==> src/logic/mac_params.svh <==
`ifndef MAC_PARAMS_SVH
`define MAC_PARAMS_SVH

// Operand and result width
`define MAC_WIDTH 32
// Worst-case and early-exit iteration limits
`define MAC_MAX_CYCLES 16
`define MAC_SHORT_CYCLES 8
// Booth step consumes this many multiplier bits per clock
`define MAC_BITS_PER_STEP 2
// Program counter advance for each operand role
`define MAC_PC_ADV_MCAND 32'h0000000c
`define MAC_PC_ADV_MPLIER 32'h00000008
`define MAC_PC_ADV_ADDEND 32'h00000008
// Program counter field within the combined pc/status word
`define MAC_PC_FIELD_MASK 32'h03fffffc
// Register number of the program counter
`define MAC_PC_REG 4'hf

`endif

==> src/logic/mac_pkg.sv <==
package mac_pkg;

   typedef enum logic [1:0] {
      st_idle,
      st_run,
      st_done
   } mac_state_e;

   // Issue request from decode
   typedef struct packed {
      logic accumulate;
      logic set_flags;
      logic [3:0] dest_reg;
      logic [3:0] multiplicand_reg;
      logic [3:0] multiplier_reg;
      logic [3:0] addend_reg;
   } mac_cmd_s;

   // Register file operand values
   typedef struct packed {
      logic [31:0] multiplicand;
      logic [31:0] multiplier;
      logic [31:0] addend;
      logic [31:0] pc_word;
   } mac_ops_s;

   // Condition flags
   typedef struct packed {
      logic n;
      logic z;
      logic c;
      logic v;
   } mac_flags_s;

endpackage

==> src/logic/multiply_accumulate_unit.sv <==
`timescale 1ns/100ps
`include "mac_params.svh"

// Contract
// - Multiply two 32-bit register operands into a 32-bit destination.
// - Accumulate form adds addend register to the product.
// - Booth scheme, any multiply finishes within 16 clocks.
// - Stop early when upper bits clear; 16 clear upper bits means 8 clocks.
// - Signed and unsigned operands both give the right low result.
// - Byte values are full 32-bit operands, product in low bits.
// - Flags change only when flag update is requested.
// - Update sets N and Z, C unspecified, V kept.
// - PC as multiplicand keeps status bits, advanced by 12.
// - PC as multiplier drops status bits, advanced by 8.
// - PC as addend keeps status bits, advanced by 8.
// - Plain multiply gives product only, no accumulation.
module multiply_accumulate_unit (
   // Clock and reset
   input wire logic clk,
   input wire logic rstn,
   // Issue
   input wire logic start,
   input wire mac_pkg::mac_cmd_s cmd,
   input wire mac_pkg::mac_ops_s ops,
   input wire mac_pkg::mac_flags_s flags_in,
   output logic busy,
   // Write back
   output logic done,
   output logic [3:0] dest_reg,
   output logic [31:0] result,
   output logic flags_we,
   output mac_pkg::mac_flags_s flags_out
);

   mac_pkg::mac_state_e state_ff;
   logic [31:0] mcand_sel, mplier_sel, addend_sel;
   logic [31:0] mcand_ff, acc_ff, mplier_ff;
   logic prev_bit_ff;
   logic [4:0] count_ff;
   logic accumulate_ff, set_flags_ff;
   logic [3:0] dest_ff;
   mac_pkg::mac_flags_s flags_hold_ff;
   logic [31:0] pp;
   logic [31:0] nxt_acc;
   logic [31:0] nxt_mplier;
   logic last_step;
   logic swap_ops;
   logic [31:0] mcand_shift, tail_pp, fin_acc;

   // Operand sources, including the program counter cases
   mac_operand_sel u_sel_mcand (
      .reg_num(cmd.multiplicand_reg),
      .keep_status(1'b1),
      .advance(`MAC_PC_ADV_MCAND),
      .reg_value(ops.multiplicand),
      .pc_word(ops.pc_word),
      .operand(mcand_sel)
   );
   mac_operand_sel u_sel_mplier (
      .reg_num(cmd.multiplier_reg),
      .keep_status(1'b0),
      .advance(`MAC_PC_ADV_MPLIER),
      .reg_value(ops.multiplier),
      .pc_word(ops.pc_word),
      .operand(mplier_sel)
   );
   mac_operand_sel u_sel_addend (
      .reg_num(cmd.addend_reg),
      .keep_status(1'b1),
      .advance(`MAC_PC_ADV_ADDEND),
      .reg_value(ops.addend),
      .pc_word(ops.pc_word),
      .operand(addend_sel)
   );

   // Early exit only looks at the multiplier, so a short multiplicand takes
   // the multiplier seat; the low product word does not change
   assign swap_ops = (mplier_sel[31:16] != 16'h0000)
                   && (mcand_sel[31:16] == 16'h0000);

   // Booth recode of the low multiplier bits each clock
   mac_booth_step u_step (
      .triple({mplier_ff[1:0], prev_bit_ff}),
      .mcand(mcand_ff),
      .pp(pp)
   );

   // Shifted multiplier with sign fill so negative values terminate too
   assign nxt_mplier = {{2{mplier_ff[31]}}, mplier_ff[31:2]};
   assign nxt_acc = acc_ff + pp;

   // Stop once the rest of the multiplier is pure sign extension
   assign last_step = (count_ff == 5'(`MAC_MAX_CYCLES - 1))
                    || (nxt_mplier == 32'h00000000)
                    || (nxt_mplier == 32'hffffffff);

   // The one Booth digit still pending at an early exit is folded into the
   // last add, so a 16-bit multiplier with its top bit set ends in 8 steps
   assign mcand_shift = {mcand_ff[29:0], 2'b00};
   mac_booth_step u_tail (
      .triple({nxt_mplier[1:0], mplier_ff[1]}),
      .mcand(mcand_shift),
      .pp(tail_pp)
   );
   assign fin_acc = nxt_acc + tail_pp;

   // Sequencer
   always_ff @(posedge clk or negedge rstn) begin
      if (!rstn) begin
         state_ff <= mac_pkg::st_idle;
      end else begin
         case (state_ff)
            mac_pkg::st_idle: if (start) state_ff <= mac_pkg::st_run;
            mac_pkg::st_run: if (last_step) state_ff <= mac_pkg::st_done;
            mac_pkg::st_done: state_ff <= mac_pkg::st_idle;
            default: state_ff <= mac_pkg::st_idle;
         endcase
      end
   end

   // Step counter, bounds the worst case
   always_ff @(posedge clk or negedge rstn) begin
      if (!rstn) begin
         count_ff <= 5'h00;
      end else if (state_ff == mac_pkg::st_idle) begin
         count_ff <= 5'h00;
      end else if (state_ff == mac_pkg::st_run) begin
         count_ff <= count_ff + 5'h01;
      end
   end

   // Datapath: load on issue, accumulate partial products while running
   always_ff @(posedge clk or negedge rstn) begin
      if (!rstn) begin
         mcand_ff <= 32'h00000000;
         mplier_ff <= 32'h00000000;
         prev_bit_ff <= 1'b0;
         acc_ff <= 32'h00000000;
      end else if (state_ff == mac_pkg::st_idle && start) begin
         mcand_ff <= swap_ops ? mplier_sel : mcand_sel;
         mplier_ff <= swap_ops ? mcand_sel : mplier_sel;
         prev_bit_ff <= 1'b0;
         // Seeding with the addend saves a final add cycle
         acc_ff <= cmd.accumulate ? addend_sel : 32'h00000000;
      end else if (state_ff == mac_pkg::st_run) begin
         acc_ff <= nxt_acc;
         mcand_ff <= {mcand_ff[29:0], 2'b00};
         mplier_ff <= nxt_mplier;
         prev_bit_ff <= mplier_ff[1];
      end
   end

   // Command fields kept for write back
   always_ff @(posedge clk or negedge rstn) begin
      if (!rstn) begin
         accumulate_ff <= 1'b0;
         set_flags_ff <= 1'b0;
         dest_ff <= 4'h0;
         flags_hold_ff <= '0;
      end else if (state_ff == mac_pkg::st_idle && start) begin
         accumulate_ff <= cmd.accumulate;
         set_flags_ff <= cmd.set_flags;
         dest_ff <= cmd.dest_reg;
         flags_hold_ff <= flags_in;
      end
   end

   // Registered write back outputs
   always_ff @(posedge clk or negedge rstn) begin
      if (!rstn) begin
         result <= 32'h00000000;
         dest_reg <= 4'h0;
         flags_out <= '0;
      end else if (state_ff == mac_pkg::st_run && last_step) begin
         result <= fin_acc;
         dest_reg <= dest_ff;
         flags_out.n <= fin_acc[31];
         flags_out.z <= (fin_acc == 32'h00000000);
         flags_out.c <= 1'b0; // Carry left as zero; callers must not rely on it
         flags_out.v <= flags_hold_ff.v;
      end
   end

   // Handshake outputs
   assign done = (state_ff == mac_pkg::st_done);
   assign flags_we = done && set_flags_ff;
   assign busy = (state_ff != mac_pkg::st_idle);

   // Reference low product for checks; not used by the datapath
   logic [31:0] ref_mcand, ref_mplier, ref_addend;
   always_ff @(posedge clk or negedge rstn) begin
      if (!rstn) begin
         ref_mcand <= 32'h00000000;
         ref_mplier <= 32'h00000000;
         ref_addend <= 32'h00000000;
      end else if (state_ff == mac_pkg::st_idle && start) begin
         ref_mcand <= mcand_sel;
         ref_mplier <= mplier_sel;
         ref_addend <= cmd.accumulate ? addend_sel : 32'h00000000;
      end
   end
endmodule

==> src/logic/mac_operand_sel.sv <==
`timescale 1ns/100ps
`include "mac_params.svh"

// Picks a register value or the adjusted program counter for one operand
module mac_operand_sel (
   // Selection
   input wire logic [3:0] reg_num,
   input wire logic keep_status,
   input wire logic [31:0] advance,
   // Values
   input wire logic [31:0] reg_value,
   input wire logic [31:0] pc_word,
   // Result
   output logic [31:0] operand
);

   logic [31:0] pc_adv;

   // Advance only the address field so status bits stay intact
   assign pc_adv = (pc_word & ~`MAC_PC_FIELD_MASK)
                 | ((pc_word + advance) & `MAC_PC_FIELD_MASK);

   // Status bits stripped when the caller asks for a bare address
   assign operand = (reg_num != `MAC_PC_REG) ? reg_value :
                    keep_status ? pc_adv : (pc_adv & `MAC_PC_FIELD_MASK);

endmodule

==> src/logic/mac_booth_step.sv <==
`timescale 1ns/100ps

// One radix-4 Booth step: multiple of the multiplicand for a bit triple
module mac_booth_step (
   // Inputs
   input wire logic [2:0] triple,
   input wire logic [31:0] mcand,
   // Partial product
   output logic [31:0] pp
);

   // Only the low 32 bits matter, so the wrap of -2x is harmless
   always_comb begin
      case (triple)
         3'h1, 3'h2: pp = mcand;
         3'h3: pp = {mcand[30:0], 1'b0};
         3'h4: pp = 32'h00000000 - {mcand[30:0], 1'b0};
         3'h5, 3'h6: pp = 32'h00000000 - mcand;
         default: pp = 32'h00000000;
      endcase
   end

endmodule

==> config.mk <==
export PLATFORM = sky130hd
export DESIGN_NAME = multiply_accumulate_unit
export DESIGN_NICKNAME = d
export VERILOG_FILES = /design/src/logic/mac_pkg.sv /design/src/logic/multiply_accumulate_unit.sv /design/src/logic/mac_operand_sel.sv /design/src/logic/mac_booth_step.sv
export VERILOG_INCLUDE_DIRS = /design/src /design/src/logic
export SDC_FILE = /design/constraint.sdc
export NUM_CORES = 1
export LEC_CHECK = 0
export ABC_AREA = 1
export BUFFER_PORTS_ARGS = -buffer_cell sky130_fd_sc_hd__buf_2
export CORE_MARGIN = 2
export CORE_UTILIZATION = 55
export CTS_BUF_LIST = sky130_fd_sc_hd__clkbuf_8
export DETAILED_ROUTE_END_ITERATION = 10
export PLACE_DENSITY = 0.77
export REMOVE_ABC_BUFFERS = 1
export SLEW_MARGIN = 20
export SYNTH_ARGS = -nofsm -noshare
export SYNTH_HDL_FRONTEND = slang
export SYNTH_SLANG_ARGS = --single-unit
==> constraint.sdc <==
create_clock -name clk -period 10.83 [get_ports clk]
set_input_delay 1.6245 -clock clk [delete_from_list [all_inputs] [get_ports clk]]
set_output_delay 1.6245 -clock clk [all_outputs]
set_load 0.005 [all_outputs]
==> impl_metrics.toml, run 1 <==
[outcome]
status = "complete, no violations"

[global_route]
track_usage = 0.349
grt_pass1_wl_mm = 79.9
antenna_found_initial = 0
overflow = 0
grt_pass1_vias = 15600
grt_max_degree = 88

[placed_design]
dpl.hpwl_mm = 38.8
gp_congestion = 0.988
portBuffers = 191

[timing]
relSlewSlack = 0.368
fin_crit_sh = 0.605
rsz0062_at_grt = "no"
setup_violations = 0
tns_ps = 0
post-route-min-period_ps = 6560
tightestPinTransition_ps = 948
fin_skew_ps = 26.2
hold_viol = 0
maxSlewViolCount = 0
max_freq_mhz = 153

[route]
wl_met2_mm = 22.8
via_per_inst = 5.87
highest_layer = "met4"
wl_met3_mm = 3.92
routed_wl_mm = 49.8
routedWlPerCell_um = 17.4
via_count = 16800
drc = 0
dr.first_iter.drc_count = 1691
ant_nets = 0
wl_met1_mm = 21.7
drt_pass1_iterations = 8

[layout]
num-nets-final = 2732
area_growth_pct = 10.0
antenna_cells = 0
final_cell_mix = "595 x nand2_1, 282 x inv_1, 236 x o21ai_0, 208 x nand3_1, 191 x nor2_1"
drive_above_1_share = 0.111
final_common_cell = "nand2_1"

[cts]
numCtsBuffers = 17
path_clk_slew_ps = 100
root_buffer = "clkbuf_8"
clock_latency_ps = 470
cts.path.max_buffers = 2
cts_max_level = 4
cts_sinks = 148
cts_tree = "done"
hold_buffers = 0
cts_setup_buffers = 0
cts.repair.resized = 0

[critical_path]
critPathSlowestCell = "nor2_1"
end_kind = "register"
cp-start-kind = "register"
path_cells = "nand2_1, nor2_1, inv_1, a21oi_1, nor3_1, fa_1, o21ai_0, nand3_1, nand2_1, nand3_1, nand2_1, xor2_1, ha_1, a21oi_1, o21ai_0, a21oi_1, nand2_1, a21oi_1, xor2_1, nand3_1, nor2_1, nand4_1, o21ai_0"
path_buf_inv = 1
arrival_ps = 6950
ff2ff_setup_slack_ps = 4270
crit_fanout = 24
critPathTopFamily = "simple AND/OR/NAND/NOR gates"
worstPathRequired_ps = 11220
cpPeakStageDelay_ps = 720
crit_type = "reg -> reg"

[logic_synthesis]
syn_avg_cell_area_sq_um = 6.25
syn-cell-area_sq_mm = 0.0149
async_reset_ff_frac = 1.00
synth_seq_cells = 148
ys_warn_count = 0
synth-edff-count = 0
synth_ff_type = "dfrtp_1"
syn-instance-count = 2385
ys_types = 47
seq_area_frac_synth = 0.248

[floorplanning]
ios = 196
dieWidth_um = 169
die_h_um = 169
core-area_sq_mm = 0.0268
rows = 60
start_util = 0.556
dieArea_sq_mm = 0.0284

[flow_run]
cap_violations = 0

[hold_path]
hp-class = "reg -> reg"
==> per-layer routing <==
layer / up-vias / track usage
met2: 769 / 0.577
met4: 0 / 0.104
met1: 7742 / 0.482
met5: - / 0
li1: 8221 / -
met3: 89 / 0.0400
==> cells in the mapped netlist (11+ instances only) <==
cell / number / share of area
clkbuf_1: 66 / 0.017
nand3_1: 209 / 0.070
buf_2: 17 / 0.0057
xor2_1: 65 / 0.038
xnor2_1: 25 / 0.015
a21oi_1: 168 / 0.056
a221o_1: 11 / 0.0074
inv_1: 283 / 0.071
nor3_1: 20 / 0.0067
o21a_1: 27 / 0.014
nand3b_1: 12 / 0.0060
nand4_1: 26 / 0.011
o21ai_1: 14 / 0.0047
o22ai_1: 47 / 0.020
dfrtp_1: 148 / 0.25
o211ai_1: 20 / 0.010
ha_1: 66 / 0.055
o21ai_0: 236 / 0.079
nand2_1: 597 / 0.15
nor2_1: 192 / 0.048
==> through the flow <==
step	hold WS, ps	std cells	utilization	setup slack, ps	cell area [sq um]
6_report	477	2865	0.612	4270	16400
5_1_grt	498	2865	0.612	3940	16400
4_1_cts	483	2865	0.612	4610	16400
3_5_place_dp	461	2833	0.597	4670	16000
3_3_place_gp	458	2833	0.597	4800	16000
2_1_floorplan	442	2284	-	1810	14500
==> final cells by class <==
type,count,area (sq um)
fill,2726,10400
multi-input combinational,1841,9670
sequential,148,3700
clock inverter,14,164
inverter,295,1110
timing repair buffer,208,1090
clock buffer,18,248
tap,341,427
==> path summary, 6_finish.rpt <==
path / from / end / cells past startpoint
min in group asynchronous: rstn / flags_out[0] / 1
setup reg to reg: mplier_ff[0] / flags_out[2] / 23
setup / recovery: mplier_ff[0] / flags_out[2] / 23
hold / removal: result[23] / result[23] / 2
hold reg to reg: result[23] / result[23] / 2
max in group asynchronous: rstn / mcand_ff[23] / 2
==> worst min-delay path, cell delays in order, from the launching register on <==
cell and delay [ps]:
dfrtp_1 350, nand2_1 50, nand2_1 50
==> cells by family after synthesis <==
| kind of cell | synth area share |
|---|---|
| adder cells (fa/ha/maj) | 0.0581 |
| XOR/XNOR | 0.0529 |
| AND/OR/NAND/NOR | 0.311 |
| multiplexers | 0.00268 |
| buffers and inverters | 0.105 |
| flip-flops | 0.248 |
| other | 0.000251 |
| AO/OA/AOI/OAI | 0.223 |
Power of run 1 is not shown: default switching activity piles up to over one toggle a cycle in this logic, so the estimate is an artifact.
==> run 2: changes to the inputs <==
--- a/config.mk
+++ b/config.mk
@@ -6,7 +6,7 @@
 export SDC_FILE = /design/constraint.sdc
 export NUM_CORES = 1
 export LEC_CHECK = 0
-export ABC_AREA = 1
+export ABC_AREA = 0
 export BUFFER_PORTS_ARGS = -buffer_cell sky130_fd_sc_hd__buf_2
 export CORE_MARGIN = 2
 export CORE_UTILIZATION = 55
==> constraint.sdc (replaced) <==
create_clock -name clk -period 6.2 [get_ports clk]
set_input_delay 0.93 -clock clk [delete_from_list [all_inputs] [get_ports clk]]
set_output_delay 0.93 -clock clk [all_outputs]
set_load 0.005 [all_outputs]
==> run 2 against run 1 <==
- the run now ends with setup timing left
- area after synthesis is 0.29% higher
- synthesized cell count fell by 17%
- sequential cell count unchanged
- setup slack got worse by 4600 ps
- non-clock buffer count rose by 177
- global-route usage is 0.25 points higher
- clock skew increased by 4.0 ps
- maximum frequency increased by 0.96%
- worst hold slack got worse by 50 ps
- critical path depth is 5 higher
- design area rose by 11%
- critical path type unchanged
==> impl_metrics.toml, run 2 <==
[timing]
setup_violations = 5
fin_skew_ps = 30.1
max_freq_mhz = 154
setup_ws_ps = -293
tightestPinTransition_ps = 914
post-route-min-period_ps = 6490
fin_crit_sh = 1.05
rsz0062_at_grt = "yes"
hold_viol = 0
maxSlewViolCount = 0
relSlewSlack = 0.391

[global_route]
track_usage = 0.351
grt_pass1_wl_mm = 80.4
antenna_found_initial = 0
overflow = 0
grt_pass1_vias = 15200
grt_max_degree = 80

[route]
via_count = 16600
via_per_inst = 6.40
drt_pass1_iterations = 6
dr.first_iter.drc_count = 1889
routedWlPerCell_um = 20.1
ant_nets = 0
routed_wl_mm = 52.1
drc = 0

[placed_design]
portBuffers = 191
gp_congestion = 0.966
place_ws_ps = -376
dpl.hpwl_mm = 37.4
dp_cells = 2510

[layout]
drive_above_1_share = 0.237
final_common_cell = "nand2_1"
fin_cells = 2588
num-nets-final = 2455
antenna_cells = 0
area_growth_pct = 21.5
utilization = 0.678
final_cell_mix = "382 x nand2_1, 190 x buf_2, 178 x buf_4, 147 x dfrtp_1, 133 x nor2_1"

[critical_path]
ff2ff_setup_slack_ps = -290
end_kind = "register"
reg2reg_depth = 28
worstPathRequired_ps = 6620
crit_fanout = 2
crit_type = "reg -> reg"
cp-start-kind = "register"
cpPeakStageDelay_ps = 520
arrival_ps = 6920
worstReg2RegStart = "mcand_ff[5]"
critPathSlowestCell = "or4b_4"
r2r_end = "flags_out[2]"

[cts]
path_clk_slew_ps = 110
cts_sinks = 148
cts_tree = "done"
hold_buffers = 0
clock_latency_ps = 490
cts.path.max_buffers = 2
root_buffer = "clkbuf_8"
cts_max_level = 4
numCtsBuffers = 17

[logic_synthesis]
synth_seq_cells = 148
seq_area_frac_synth = 0.248
syn-instance-count = 1991
synth_xor_area_frac = 0.0873
synth_top_family_by_area = "compound AO/OA/AOI/OAI gates"
yosys.area_share.simple = 0.218
syn-cell-area_sq_mm = 0.0150
synth_mux_area_frac = 0.0780
synthAdderAreaFrac = 0.0579
synth_top_area_frac = 0.248
ys_top_cells_by_count = "385 x nand2_1, 148 x dfrtp_1, 136 x clkbuf_1, 134 x nor2_1, 120 x a21oi_1"
ys_warn_count = 0
synth_ff_type = "dfrtp_1"
syn_avg_cell_area_sq_um = 7.51
yosys.cell_count.top_type = "nand2_1"
synth_compound_area_frac = 0.258
async_reset_ff_frac = 1.00
ys_types = 78
yosys.area.top_type = "dfrtp_1"
synth-edff-count = 0
ys_top_cells_by_area = "dfrtp_1 25%, nand2_1 9.7%, xnor2_1 5.6%, ha_1 5.5%, mux2i_1 5.3%"

[floorplanning]
dieArea_sq_mm = 0.0285
ios = 196
die_h_um = 169
rows = 60
core-area_sq_mm = 0.0268
dieWidth_um = 169
start_util = 0.558

[hold_path]
hp-class = "in -> async"

[flow_run]
cap_violations = 0

[outcome]
status = "finished, violations left"
violations = "setup timing"
## run 2: changes by cell type after synthesis, moves of 32 or more
cell      delta
inv_1      -244
nand2_1    -212
nand3_1    -178
o21ai_0    -140
mux2i_1     +75
a31oi_1     +70
clkbuf_1    +70
xnor2_1     +70
nor2_1      -58
a21oi_1     -48
mux2_2      +32
## run 2: area by class of cell
cell class,count,area [sq um]
multi-input cells,1642,11000
inverters,40,150
fillers,2197,8630
flip-flops and latches,148,3700
repair buffers,385,2500
clock buffers,17,234
clock inverters,15,183
well taps,341,427
## run 2: what timing repair did
action / CTS / global route
cloned: 0 / 0
gates resized for setup: 69 / 42
setup endpoints to repair: 7 / 11
pin swaps: 55 / 34
buffers inserted: 40 / 12
## run 2: kinds of logic (layout without fill, tap and decap cells)
logic type | count (synthesis) | after routing
simple gates | 727 | 727
compound gates | 585 | 585
buf+inv | 201 | 457
xor+xnor | 149 | 149
flops | 148 | 148
mux | 112 | 112
fa+ha+maj | 68 | 68
other cells | 1 | 1
## run 2: worst max path at each step
stage                   endpoint  cells after the start         from  slack, ps
global route        flags_out[2]                     27  mcand_ff[5]       -540
CTS                 flags_out[2]                     28  mcand_ff[2]        -50
global placement    flags_out[2]                     28  mcand_ff[5]       -220
finish              flags_out[2]                     28  mcand_ff[5]       -290
detailed placement  flags_out[2]                     28  mcand_ff[5]       -380
floorplan           flags_out[2]                      8  state_ff[1]      -1190
## run 2: layer usage
metal  routed length, um  up-vias  share of wire  GRT usage
li1                    -     7746              -          -
met1               22100     7741           0.42      0.487
met2               23300      924           0.45      0.554
met3                4660      146          0.089     0.0470
met4                2090        0          0.040      0.145
met5                   0        -              0          0
## run 2: stage by stage
stage | hold WS, ps | setup TNS (ps) | instance area [sq um]
6_report | 427 | -1050 | 18200
4_1_cts | 482 | -78.3 | 17900
2_1_floorplan | 437 | -23810 | 14300
3_5_place_dp | 457 | -1440 | 16900
5_1_grt | 502 | -2580 | 18200
3_3_place_gp | 445 | -458 | 16900
## run 2: worst max-delay path, delay by kind of cell, from the launching register on
kind	cells	cell delay (ps)
flops	1	410
mux	1	180
xor+xnor	2	190
simple gates	9	2440
buf+inv	2	250
compound gates	12	2280
fa+ha+maj	2	680
Power of run 2 is left out for the same reason.
